[src/rtl/dpll_xient_pkg.sv]
// Summary of operation
// - Software enable for hitless switching
// - Trigger on ref change or holdover exit
// - Temporary holdover without holdover alarm
// - Measured phase offset loaded as zero
// - Track reference, keep captured offset
// - Two hitless types, nominal frequency dependence
// - Type 2 satellite shifts may accumulate
// - Only phase compensated, frequency pull-in allowed
// - Per-channel enabled phase slope limiter
// - Slope 1 ns/s to 65.536 us/s
// - Unlimited setting plus telecom limit values
// - Frequency deviation clamped to maximum offset
// - Four fast-lock methods, phase snap excludes pull-in
// - Each method enabled, acquire or recover
// - Priority: freq snap, phase snap, pull-in, wide
// - Frequency snap writes divider, optional slope
// - Phase snap jumps; pull-in opens loop
// - Wide mode relaxes limits until lock
// - Acquire-only max bandwidth for programmed ms
// - Non-revertive default, switch on invalid
package dpll_xient_pkg;

  localparam logic [7:0] ctrl_off      = 8'h00;
  localparam logic [7:0] psl_off       = 8'h04;
  localparam logic [7:0] max_freq_off  = 8'h08;
  localparam logic [7:0] fl_cfg_off    = 8'h0c;
  localparam logic [7:0] fl_psl_off    = 8'h10;
  localparam logic [7:0] fsl_off       = 8'h14;
  localparam logic [7:0] preacq_off    = 8'h18;
  localparam logic [7:0] status_off    = 8'h1c;
  localparam logic [7:0] zero_off      = 8'h20;

  // Control bits
  localparam int ctrl_hs_en   = 0;
  localparam int ctrl_hs_type = 1;
  localparam int ctrl_psl_en  = 2;
  localparam int ctrl_fsl_en  = 3;
  localparam int ctrl_pre_en  = 4;
  localparam int ctrl_revert  = 5;

  localparam logic [31:0] ctrl_rst     = 32'h0000_0000;
  localparam logic [15:0] psl_rst      = 16'h0000;
  localparam logic [31:0] max_freq_rst = 32'h7fff_ffff;
  localparam logic [7:0]  fl_cfg_rst   = 8'h00;
  localparam logic [15:0] fl_psl_rst   = 16'hffff;
  localparam logic [31:0] fsl_rst      = 32'h0000_0001;
  localparam logic [15:0] preacq_rst   = 16'h0000;

  localparam int clk_period_ps = 5000;
  localparam int tick_ms       = 1;
  localparam int tick_cycles   = tick_ms * 1000000000 / clk_period_ps;

  typedef enum logic [2:0] {
    st_acquire = 3'b000,
    st_locked  = 3'b001,
    st_hold    = 3'b010,
    st_hs_hold = 3'b011,
    st_preacq  = 3'b100
  } state_type;

endpackage

[src/rtl/dpll_switch_transient_control.sv]
// Implementation choices: the register offsets and the AXI4-Lite slave port.
`timescale 1ns/1ps
module dpll_switch_transient_control #(
  parameter int tick_cycles = dpll_xient_pkg::tick_cycles
) (
  // Clock and reset
  input  wire logic        aclk,
  input  wire logic        aresetn,
  // AXI4-Lite slave
  input  wire logic [7:0]  s_axi_awaddr,
  input  wire logic        s_axi_awvalid,
  output logic             s_axi_awready,
  input  wire logic [31:0] s_axi_wdata,
  input  wire logic [3:0]  s_axi_wstrb,
  input  wire logic        s_axi_wvalid,
  output logic             s_axi_wready,
  output logic [1:0]       s_axi_bresp,
  output logic             s_axi_bvalid,
  input  wire logic        s_axi_bready,
  input  wire logic [7:0]  s_axi_araddr,
  input  wire logic        s_axi_arvalid,
  output logic             s_axi_arready,
  output logic [31:0]      s_axi_rdata,
  output logic [1:0]       s_axi_rresp,
  output logic             s_axi_rvalid,
  input  wire logic        s_axi_rready,
  // Reference selection and measurement
  input  wire logic [3:0]  ref_sel,
  input  wire logic        ref_valid,
  input  wire logic        dpll_locked,
  input  wire logic [31:0] phase_meas,
  input  wire logic        phase_meas_valid,
  input  wire logic [31:0] freq_meas,
  input  wire logic        freq_meas_valid,
  input  wire logic [31:0] frac_residual,
  // Loop filter side
  input  wire logic [31:0] phase_loop,
  input  wire logic [31:0] freq_loop,
  output logic [31:0]      phase_zero_q,
  output logic [31:0]      phase_cmd_q,
  output logic             loop_open_q,
  output logic             bw_max_q,
  output logic             bw_wide_q,
  output logic             meas_req_q,
  // Steerable divider and status
  output logic [31:0]      freq_cmd_q,
  output logic             holdover_q,
  output logic             holdover_alarm_q,
  output logic             revertive_q
);

  function automatic logic [31:0] step(input logic [31:0] cur,
                                       input logic [31:0] tgt,
                                       input logic [31:0] lim);
    logic signed [32:0] d;
    d = $signed({tgt[31], tgt}) - $signed({cur[31], cur});
    if (d > $signed({1'b0, lim}))
      step = cur + lim;
    else if (d < -$signed({1'b0, lim}))
      step = cur - lim;
    else
      step = tgt;
  endfunction
  function automatic logic [31:0] clamp(input logic [31:0] v,
                                        input logic [31:0] m);
    if ($signed(v) > $signed(m))
      clamp = m;
    else if ($signed(v) < -$signed(m))
      clamp = -m;
    else
      clamp = v;
  endfunction

  logic [31:0]               ctrl_q;
  logic [15:0]               psl_q;
  logic [31:0]               max_freq_q;
  logic [7:0]                fl_cfg_q;
  logic [15:0]               fl_psl_q;
  logic [31:0]               fsl_q;
  logic [15:0]               preacq_q;
  dpll_xient_pkg::state_type state_q;
  logic                      rec_q;
  logic [3:0]                done_q;
  logic                      pre_done_q;
  logic [3:0]                last_ref_q;
  logic                      snap_on_q;
  logic [31:0]               snap_tgt_q;
  logic                      ol_on_q;
  logic [31:0]               ol_tgt_q;
  logic [31:0]               tick_cnt_q;
  logic                      tick_q;
  logic [15:0]               ms_cnt_q;
  logic [15:0]               hs_count_q;
  logic                      aw_got_q;
  logic                      w_got_q;
  logic [7:0]                aw_q;
  logic [31:0]               wd_q;
  logic [3:0]                ws_q;
  logic        hs_en;
  logic [3:0]  app;
  logic [3:0]  pick;
  logic        relax;
  logic [31:0] plim;
  logic        plim_on;
  logic [31:0] ptgt;
  logic [31:0] ftgt;
  logic        pre_go;

  assign hs_en = ctrl_q[dpll_xient_pkg::ctrl_hs_en];
  assign pre_go = ref_valid && state_q == dpll_xient_pkg::st_acquire
                  && pick == 4'h8 && !rec_q && !pre_done_q
                  && ctrl_q[dpll_xient_pkg::ctrl_pre_en] && preacq_q != 16'h0;

  // Methods applicable in the current acquire or recover state
  always_comb begin
    app = fl_cfg_q[3:0] & (rec_q ? fl_cfg_q[7:4] : ~fl_cfg_q[7:4]);
    app = app & ~done_q;
    if (fl_cfg_q[1])
      app[2] = 1'b0;
    pick = 4'h0;
    if (app[0])
      pick = 4'h1;
    else if (app[1])
      pick = 4'h2;
    else if (app[2])
      pick = 4'h4;
    else if (app[3])
      pick = 4'h8;
  end

  // Slope limit in ps per ms tick equals the setting plus one, in ns/s
  always_comb begin
    relax   = bw_wide_q | bw_max_q;
    plim    = relax ? {16'h0, fl_psl_q} + 32'h1
                    : {16'h0, psl_q} + 32'h1;
    plim_on = relax | ctrl_q[dpll_xient_pkg::ctrl_psl_en];
    ptgt    = ol_on_q ? ol_tgt_q : phase_loop;
    ftgt    = clamp(snap_on_q ? snap_tgt_q : freq_loop,
                    max_freq_q);
  end

  always_ff @(posedge aclk) begin
    if (!aresetn) begin
      tick_cnt_q <= 32'h0;
      tick_q     <= 1'b0;
    end else if (pre_go) begin
      tick_cnt_q <= 32'h0;
      tick_q     <= 1'b0;
    end else if (tick_cnt_q == 32'(tick_cycles - 1)) begin
      tick_cnt_q <= 32'h0;
      tick_q     <= 1'b1;
    end else begin
      tick_cnt_q <= tick_cnt_q + 32'h1;
      tick_q     <= 1'b0;
    end
  end

  // Channel state machine
  always_ff @(posedge aclk) begin
    if (!aresetn) begin
      state_q      <= dpll_xient_pkg::st_acquire;
      rec_q        <= 1'b0;
      done_q       <= 4'h0;
      pre_done_q   <= 1'b0;
      last_ref_q   <= 4'h0;
      snap_on_q    <= 1'b0;
      snap_tgt_q   <= 32'h0;
      ol_on_q      <= 1'b0;
      ol_tgt_q     <= 32'h0;
      ms_cnt_q     <= 16'h0;
      hs_count_q   <= 16'h0;
      phase_zero_q <= 32'h0;
      loop_open_q  <= 1'b0;
      bw_max_q     <= 1'b0;
      bw_wide_q    <= 1'b0;
    end else begin
      unique case (state_q)
        dpll_xient_pkg::st_acquire: begin
          if (!ref_valid) begin
            state_q <= dpll_xient_pkg::st_hold;
          end else if (pick == 4'h1) begin
            if (freq_meas_valid) begin
              snap_tgt_q <= freq_meas;
              snap_on_q  <= 1'b1;
              done_q[0]  <= 1'b1;
            end
          end else if (pick == 4'h2) begin
            if (phase_meas_valid)
              done_q[1] <= 1'b1;
          end else if (pick == 4'h4) begin
            loop_open_q <= 1'b1;
            if (phase_meas_valid) begin
              ol_tgt_q <= phase_meas;
              ol_on_q  <= 1'b1;
            end
            if (dpll_locked && ol_on_q) begin
              loop_open_q <= 1'b0;
              ol_on_q     <= 1'b0;
              done_q[2]   <= 1'b1;
            end
          end else if (pick == 4'h8) begin
            if (pre_go) begin
              state_q  <= dpll_xient_pkg::st_preacq;
              ms_cnt_q <= 16'h0;
              bw_max_q <= 1'b1;
            end else begin
              bw_wide_q <= 1'b1;
              if (dpll_locked) begin
                bw_wide_q <= 1'b0;
                done_q[3] <= 1'b1;
              end
            end
          end else if (dpll_locked) begin
            state_q    <= dpll_xient_pkg::st_locked;
            rec_q      <= 1'b1;
            snap_on_q  <= 1'b0;
            last_ref_q <= ref_sel;
          end
        end
        dpll_xient_pkg::st_preacq: begin
          if (tick_q)
            ms_cnt_q <= ms_cnt_q + 16'h1;
          if (!ref_valid || (tick_q && ms_cnt_q + 16'h1 >= preacq_q)) begin
            bw_max_q   <= 1'b0;
            pre_done_q <= 1'b1;
            state_q    <= ref_valid ? dpll_xient_pkg::st_acquire
                                    : dpll_xient_pkg::st_hold;
          end
        end
        dpll_xient_pkg::st_locked: begin
          if (!ref_valid) begin
            state_q <= dpll_xient_pkg::st_hold;
          end else if (ref_sel != last_ref_q) begin
            last_ref_q <= ref_sel;
            if (hs_en) begin
              state_q <= dpll_xient_pkg::st_hs_hold;
            end else begin
              state_q      <= dpll_xient_pkg::st_acquire;
              phase_zero_q <= 32'h0;
              done_q       <= 4'h0;
              pre_done_q   <= 1'b0;
            end
          end
        end
        dpll_xient_pkg::st_hold: begin
          loop_open_q <= 1'b0;
          bw_wide_q   <= 1'b0;
          ol_on_q     <= 1'b0;
          snap_on_q   <= 1'b0;
          if (ref_valid) begin
            last_ref_q <= ref_sel;
            done_q     <= 4'h0;
            pre_done_q <= 1'b0;
            if (hs_en && rec_q) begin
              state_q <= dpll_xient_pkg::st_hs_hold;
            end else begin
              state_q      <= dpll_xient_pkg::st_acquire;
              phase_zero_q <= 32'h0;
            end
          end
        end
        dpll_xient_pkg::st_hs_hold: begin
          if (!ref_valid) begin
            state_q <= dpll_xient_pkg::st_hold;
          end else if (phase_meas_valid) begin
            // Type 2 removes the nominal-frequency residual
            phase_zero_q <= ctrl_q[dpll_xient_pkg::ctrl_hs_type]
                            ? phase_meas - frac_residual
                            : phase_meas;
            hs_count_q   <= hs_count_q + 16'h1;
            state_q      <= dpll_xient_pkg::st_locked;
          end
        end
        default: state_q <= dpll_xient_pkg::st_hold;
      endcase
    end
  end

  // Output phase steering
  always_ff @(posedge aclk) begin
    if (!aresetn) begin
      phase_cmd_q <= 32'h0;
    end else if (state_q == dpll_xient_pkg::st_acquire && pick == 4'h2
                 && phase_meas_valid) begin
      phase_cmd_q <= phase_meas;
    end else if (holdover_q) begin
      phase_cmd_q <= phase_cmd_q;
    end else if (!plim_on) begin
      phase_cmd_q <= ptgt;
    end else if (tick_q) begin
      phase_cmd_q <= step(phase_cmd_q, ptgt, plim);
    end
  end

  // Divider frequency word; only phase is compensated on a switch
  always_ff @(posedge aclk) begin
    if (!aresetn) begin
      freq_cmd_q <= 32'h0;
    end else if (holdover_q) begin
      freq_cmd_q <= clamp(freq_cmd_q, max_freq_q);
    end else if (snap_on_q && ctrl_q[dpll_xient_pkg::ctrl_fsl_en]) begin
      if (tick_q)
        freq_cmd_q <= step(freq_cmd_q, ftgt, fsl_q);
    end else begin
      freq_cmd_q <= ftgt;
    end
  end

  always_ff @(posedge aclk) begin
    if (!aresetn) begin
      holdover_q       <= 1'b0;
      holdover_alarm_q <= 1'b0;
      meas_req_q       <= 1'b0;
      revertive_q      <= 1'b0;
    end else begin
      holdover_q       <= state_q == dpll_xient_pkg::st_hold
                          || state_q == dpll_xient_pkg::st_hs_hold;
      holdover_alarm_q <= state_q == dpll_xient_pkg::st_hold;
      meas_req_q       <= state_q == dpll_xient_pkg::st_hs_hold
                          || (state_q == dpll_xient_pkg::st_acquire
                              && pick != 4'h0 && pick != 4'h8);
      revertive_q      <= ctrl_q[dpll_xient_pkg::ctrl_revert];
    end
  end

  // AXI4-Lite write path
  always_ff @(posedge aclk) begin
    if (!aresetn) begin
      aw_got_q      <= 1'b0;
      w_got_q       <= 1'b0;
      aw_q          <= 8'h00;
      wd_q          <= 32'h0;
      ws_q          <= 4'h0;
      s_axi_awready <= 1'b0;
      s_axi_wready  <= 1'b0;
      s_axi_bvalid  <= 1'b0;
      s_axi_bresp   <= 2'h0;
    end else begin
      s_axi_awready <= !aw_got_q && !s_axi_awready && !s_axi_bvalid;
      s_axi_wready  <= !w_got_q && !s_axi_wready && !s_axi_bvalid;
      if (s_axi_awvalid && s_axi_awready) begin
        aw_got_q <= 1'b1;
        aw_q     <= s_axi_awaddr;
      end
      if (s_axi_wvalid && s_axi_wready) begin
        w_got_q <= 1'b1;
        wd_q    <= s_axi_wdata;
        ws_q    <= s_axi_wstrb;
      end
      if (aw_got_q && w_got_q && !s_axi_bvalid) begin
        aw_got_q     <= 1'b0;
        w_got_q      <= 1'b0;
        s_axi_bvalid <= 1'b1;
        unique case (aw_q)
          dpll_xient_pkg::ctrl_off, dpll_xient_pkg::psl_off,
          dpll_xient_pkg::max_freq_off, dpll_xient_pkg::fl_cfg_off,
          dpll_xient_pkg::fl_psl_off, dpll_xient_pkg::fsl_off,
          dpll_xient_pkg::preacq_off: s_axi_bresp <= 2'h0;
          default: s_axi_bresp <= 2'h2;
        endcase
      end
      if (s_axi_bvalid && s_axi_bready)
        s_axi_bvalid <= 1'b0;
    end
  end

  // Configuration registers, byte lanes honoured
  always_ff @(posedge aclk) begin
    if (!aresetn) begin
      ctrl_q     <= dpll_xient_pkg::ctrl_rst;
      psl_q      <= dpll_xient_pkg::psl_rst;
      max_freq_q <= dpll_xient_pkg::max_freq_rst;
      fl_cfg_q   <= dpll_xient_pkg::fl_cfg_rst;
      fl_psl_q   <= dpll_xient_pkg::fl_psl_rst;
      fsl_q      <= dpll_xient_pkg::fsl_rst;
      preacq_q   <= dpll_xient_pkg::preacq_rst;
    end else if (aw_got_q && w_got_q && !s_axi_bvalid) begin
      for (int i = 0; i < 4; i++) begin
        if (ws_q[i]) begin
          unique case (aw_q)
            dpll_xient_pkg::ctrl_off:     ctrl_q[i*8+:8] <= wd_q[i*8+:8];
            dpll_xient_pkg::max_freq_off: max_freq_q[i*8+:8] <= wd_q[i*8+:8];
            dpll_xient_pkg::fsl_off:      fsl_q[i*8+:8] <= wd_q[i*8+:8];
            default: ;
          endcase
          if (i < 2) begin
            unique case (aw_q)
              dpll_xient_pkg::psl_off:    psl_q[i*8+:8] <= wd_q[i*8+:8];
              dpll_xient_pkg::fl_psl_off: fl_psl_q[i*8+:8] <= wd_q[i*8+:8];
              dpll_xient_pkg::preacq_off: preacq_q[i*8+:8] <= wd_q[i*8+:8];
              default: ;
            endcase
          end
          if (i == 0 && aw_q == dpll_xient_pkg::fl_cfg_off)
            fl_cfg_q <= wd_q[7:0];
        end
      end
    end
  end

  // AXI4-Lite read path
  always_ff @(posedge aclk) begin
    if (!aresetn) begin
      s_axi_arready <= 1'b0;
      s_axi_rvalid  <= 1'b0;
      s_axi_rdata   <= 32'h0;
      s_axi_rresp   <= 2'h0;
    end else begin
      s_axi_arready <= !s_axi_arready && !s_axi_rvalid;
      if (s_axi_arvalid && s_axi_arready) begin
        s_axi_rvalid <= 1'b1;
        s_axi_rresp  <= 2'h0;
        unique case (s_axi_araddr)
          dpll_xient_pkg::ctrl_off:     s_axi_rdata <= ctrl_q;
          dpll_xient_pkg::psl_off:      s_axi_rdata <= {16'h0, psl_q};
          dpll_xient_pkg::max_freq_off: s_axi_rdata <= max_freq_q;
          dpll_xient_pkg::fl_cfg_off:   s_axi_rdata <= {24'h0, fl_cfg_q};
          dpll_xient_pkg::fl_psl_off:   s_axi_rdata <= {16'h0, fl_psl_q};
          dpll_xient_pkg::fsl_off:      s_axi_rdata <= fsl_q;
          dpll_xient_pkg::preacq_off:   s_axi_rdata <= {16'h0, preacq_q};
          dpll_xient_pkg::status_off:
            s_axi_rdata <= {hs_count_q, 4'h0, done_q, rec_q,
                            holdover_alarm_q, holdover_q, dpll_locked,
                            1'b0, state_q};
          dpll_xient_pkg::zero_off:     s_axi_rdata <= phase_zero_q;
          default: begin
            s_axi_rdata <= 32'h0;
            s_axi_rresp <= 2'h2;
          end
        endcase
      end else if (s_axi_rvalid && s_axi_rready) begin
        s_axi_rvalid <= 1'b0;
      end
    end
  end

endmodule

[config.mk]
export PLATFORM = sky130hd
export DESIGN_NAME = dpll_switch_transient_control
export DESIGN_NICKNAME = d
export VERILOG_FILES = /design/src/rtl/dpll_xient_pkg.sv /design/src/rtl/dpll_switch_transient_control.sv
export SDC_FILE = /design/constraint.sdc
export NUM_CORES = 2
export LEC_CHECK = 0
export BUFFER_PORTS_ARGS = -buffer_cell sky130_fd_sc_hd__buf_2
export CAP_MARGIN = 40
export CORE_AREA = 2 2 289 291
export DETAILED_ROUTE_END_ITERATION = 12
export DIE_AREA = 0 0 291 293
export PLACE_DENSITY_LB_ADDON = 0.25
export SETUP_SLACK_MARGIN = 0.15
export SLEW_MARGIN = 10
export SYNTH_ARGS = -nofsm -noshare
export SYNTH_HDL_FRONTEND = slang
export SYNTH_SLANG_ARGS = --single-unit
[constraint.sdc]
create_clock -name aclk -period 13 [get_ports aclk]
set_input_delay 1.95 -clock aclk [delete_from_list [all_inputs] [get_ports aclk]]
set_output_delay 1.95 -clock aclk [all_outputs]
set_load 0.02 [all_outputs]
==> metrics.md <==
| Metric | Value |
|---|---|
| Status | `complete, no violations` |
| Starting Density | `49.8%` |
| Top_reg_cell synth | `dfxtp_1` |
| Via count of the first global-routing pass | `39.6k` |
| Slowest stage delay, CP | `620 ps` |
| Placed cell areas | `0.0439 mm^2` |
| Synth unique cells | `96` |
| Port Buffers | `368` |
| Mux share of post-synthesis cell area | `6.45%` |
| Post-layout min period | `11900 ps` |
| CP endpoint kind | `register` |
| Die Span X | `291 um` |
| Fin cells | `6732` |
| RSZ-0062 raised after global routing | `false` |
| Layout Nets | `6291` |
| First-iteration detailed-routing DRC count | `4801` |
| Area delta synth->final | `12.8%` |
| DPL Wire Length | `127 mm` |
| Pwr/cell area | `119 mW/mm^2` |
| Tcrit/Tclk final | `91.6%` |
| Largest net degree at the start of global routing | `167` |
| Vias per cell | `6.33` |
| DP Worst Slack | `1080 ps` |
| I/O pin cnt | `371` |
| DRC viols | `0` |
| Arr. time, crit path | `12430 ps` |
| Synth Area in Compound Gates | `23.3%` |
| Layout cells sized above 1 | `12.4%` |
| Post-Syn Area per Cell | `7.62 um^2` |
| DR pass1 iterations | `10` |
| Pwr Total | `5.49 mW` |
| Longest Clk Path Bufs | `3` |
| Crit Path Max Fanout | `10` |
| TritonCTS clock tree | `built` |
| Mapped cell area | `0.0408 mm^2` |
| Core area | `0.0818 mm^2` |
| Post-Synth Adder-Cell Area | `14.1%` |
| Worst Setup Start Kind | `register` |
| Worst Max-Slew Pin Slew | `941 ps` |
| CTS Hold Bufs | `0` |
| CP dominant cell by count | `buf_4` |
| Fin Setup TNS | `0 ps` |
| Leak | `20.0 nW` |
| DR vias | `42.6k` |
| EDFF count, synth | `0` |
| H-tree depth | `2` |
| Placed insts | `6616` |
| Post-Synth Simple-Gate Area | `20.7%` |
| Initial antenna violation count | `6` |
| Fin util | `56.2%` |
| Design Area, Final | `0.0460 mm^2` |
| Synth Instances | `5349` |
| Max-cap viol count | `0` |
| Overflow after GRT | `0` |
| Hold crit path type | `register to register` |
| Fin worst setup slack | `1100 ps` |
| Total GRT Usage | `36.1%` |
| Clock sink count | `484` |
| Final Wtd Congestion | `1.07` |
| Worst path slowest cell | `or4_4` |
| Max-slew headroom | `36.4%` |
| CTS Root Buffer Type | `clkbuf_16` |
| Worst-Skew Late Latency | `680 ps` |
| Max Slew Vio Count | `0` |
| FMAX | `84.0 MHz` |
| Critical path class | `register to register` |
| Num CTS Buffers | `59` |
| VDD IR max | `0.117 mV` |
| Synth Register Bits | `484` |
| Final hold viol count | `0` |
| Final setup violation count | `0` |
| Die H | `293 um` |
| Data required, critical path | `13520 ps` |
| Yosys warns | `0` |
| Largest family of logic cells by synthesized area | `compound AO/OA/AOI/OAI gates` |
| Synth Area in XOR/XNOR | `6.36%` |
| Rows | `105` |
| Antenna viol nets, final | `0` |
| CTS clock-pin slew for the worst setup and hold paths | `60 ps` |
| Die Area | `0.0853 mm^2` |
| Detailed Route WL | `162 mm` |
| First-pass GRT wire length | `239 mm` |
| WHS | `448 ps` |
| Sequential fraction of the synthesis area | `23.8%` |
| Share of flip-flops with an asynchronous set or reset | `0%` |
| Routed len/inst | `24.0 um` |
| Clk_skew | `48.4 ps` |
worst paths after layout:
kind / start / end / slack (ps) / cells past startpoint
max reg2reg: max_freq_q[0] / freq_cmd_q[22] / 1100 / 49
max: max_freq_q[0] / freq_cmd_q[22] / 1100 / 49
min reg2reg: w_got_q / s_axi_wready / 450 / 1
min: w_got_q / s_axi_wready / 450 / 1
Yosys cell counts (50+ instances only):
cell,number,area (um^2)
a21o_1,103,773
a21oi_1,501,2510
a31oi_1,50,313
clkbuf_1,234,878
dfxtp_1,484,9690
ha_1,446,5580
inv_1,301,1130
mux2_2,62,698
mux2i_1,193,1930
nand2_1,542,2030
nand2b_1,56,350
nand3_1,168,841
nand4_1,74,463
nor2_1,557,2090
nor2b_1,61,382
nor3_1,124,621
o211ai_1,60,450
o21a_1,61,458
o21ai_0,253,1270
xnor2_1,215,1880
xor2_1,81,709
placed cells by master, fill, tap and decap left out, types with 62 or more instances in the layout:
master   instances
a21o_1         103
a21oi_1        499
buf_2          369
buf_4           90
dfxtp_1        481
ha_1           446
inv_1          300
mux2_2          62
mux2i_1        192
nand2_1        542
nand3_1        168
nand4_1         74
nor2_1         550
nor3_1         123
o21ai_0        253
xnor2_1        215
xor2_1          81
cell families (layout without fill, tap and decap cells):
group                      count (synthesis)  count (layout)
adders and majority gates                455             455
and+or+nand+nor                         1820            1820
muxes                                    255             255
other                                      1               5
xor gates and xnor gates                 296             296
buffers and inverters                    574             883
AOI/OAI and AO/OA                       1464            1464
DFF                                      484             484
what timing repair did:
| action | 4_1_cts | 5_1_grt |
|---|---|---|
| gates resized for setup | 0 | 0 |
| setup buffers | 0 | 3 |
| endpoints found under the setup margin | 0 | 2 |
| endpoints found under the hold margin | 0 | 0 |
report_power, final:
part           switching (mW)  total, mW  leakage (nW)  internal [mW]
Combinational            1.29       2.11          15.0          0.815
Sequential             0.0921       1.62          3.93           1.53
Clock                   0.737       1.76          1.00           1.03
layout make-up:
cell class                      instances  area (um^2)
Fill cell                            7848        35900
Inverter                              303         1140
Timing Repair Buffer                  471         2730
Clock inverter                         25          345
Multi-Input combinational cell       4292        29000
Sequential cell                       484         9690
Clock buffer                           84         1720
Tap cell                             1070         1340
Antenna cell                            3         7.51
worst max-delay path, delay by kind of cell (launching register included):
family                   cells  cell delay [ps]
AO/OA/AOI/OAI               21             4790
AND/OR/NAND/NOR             17             4160
buffers and inverters        6             1020
adder cells (fa/ha/maj)      3             1000
flip-flops                   1              410
XOR/XNOR                     2              370
metal layers:
layer  wire length, um  GRT usage [%]  vias to the layer above
li1                  -              -                    19900
met1             67100           47.4                    20300
met2             71000           57.4                     2130
met3             15800           6.72                      359
met4              7820           16.4                        0
met5                 0              0                        -
(Power assumes the default switching activity.)
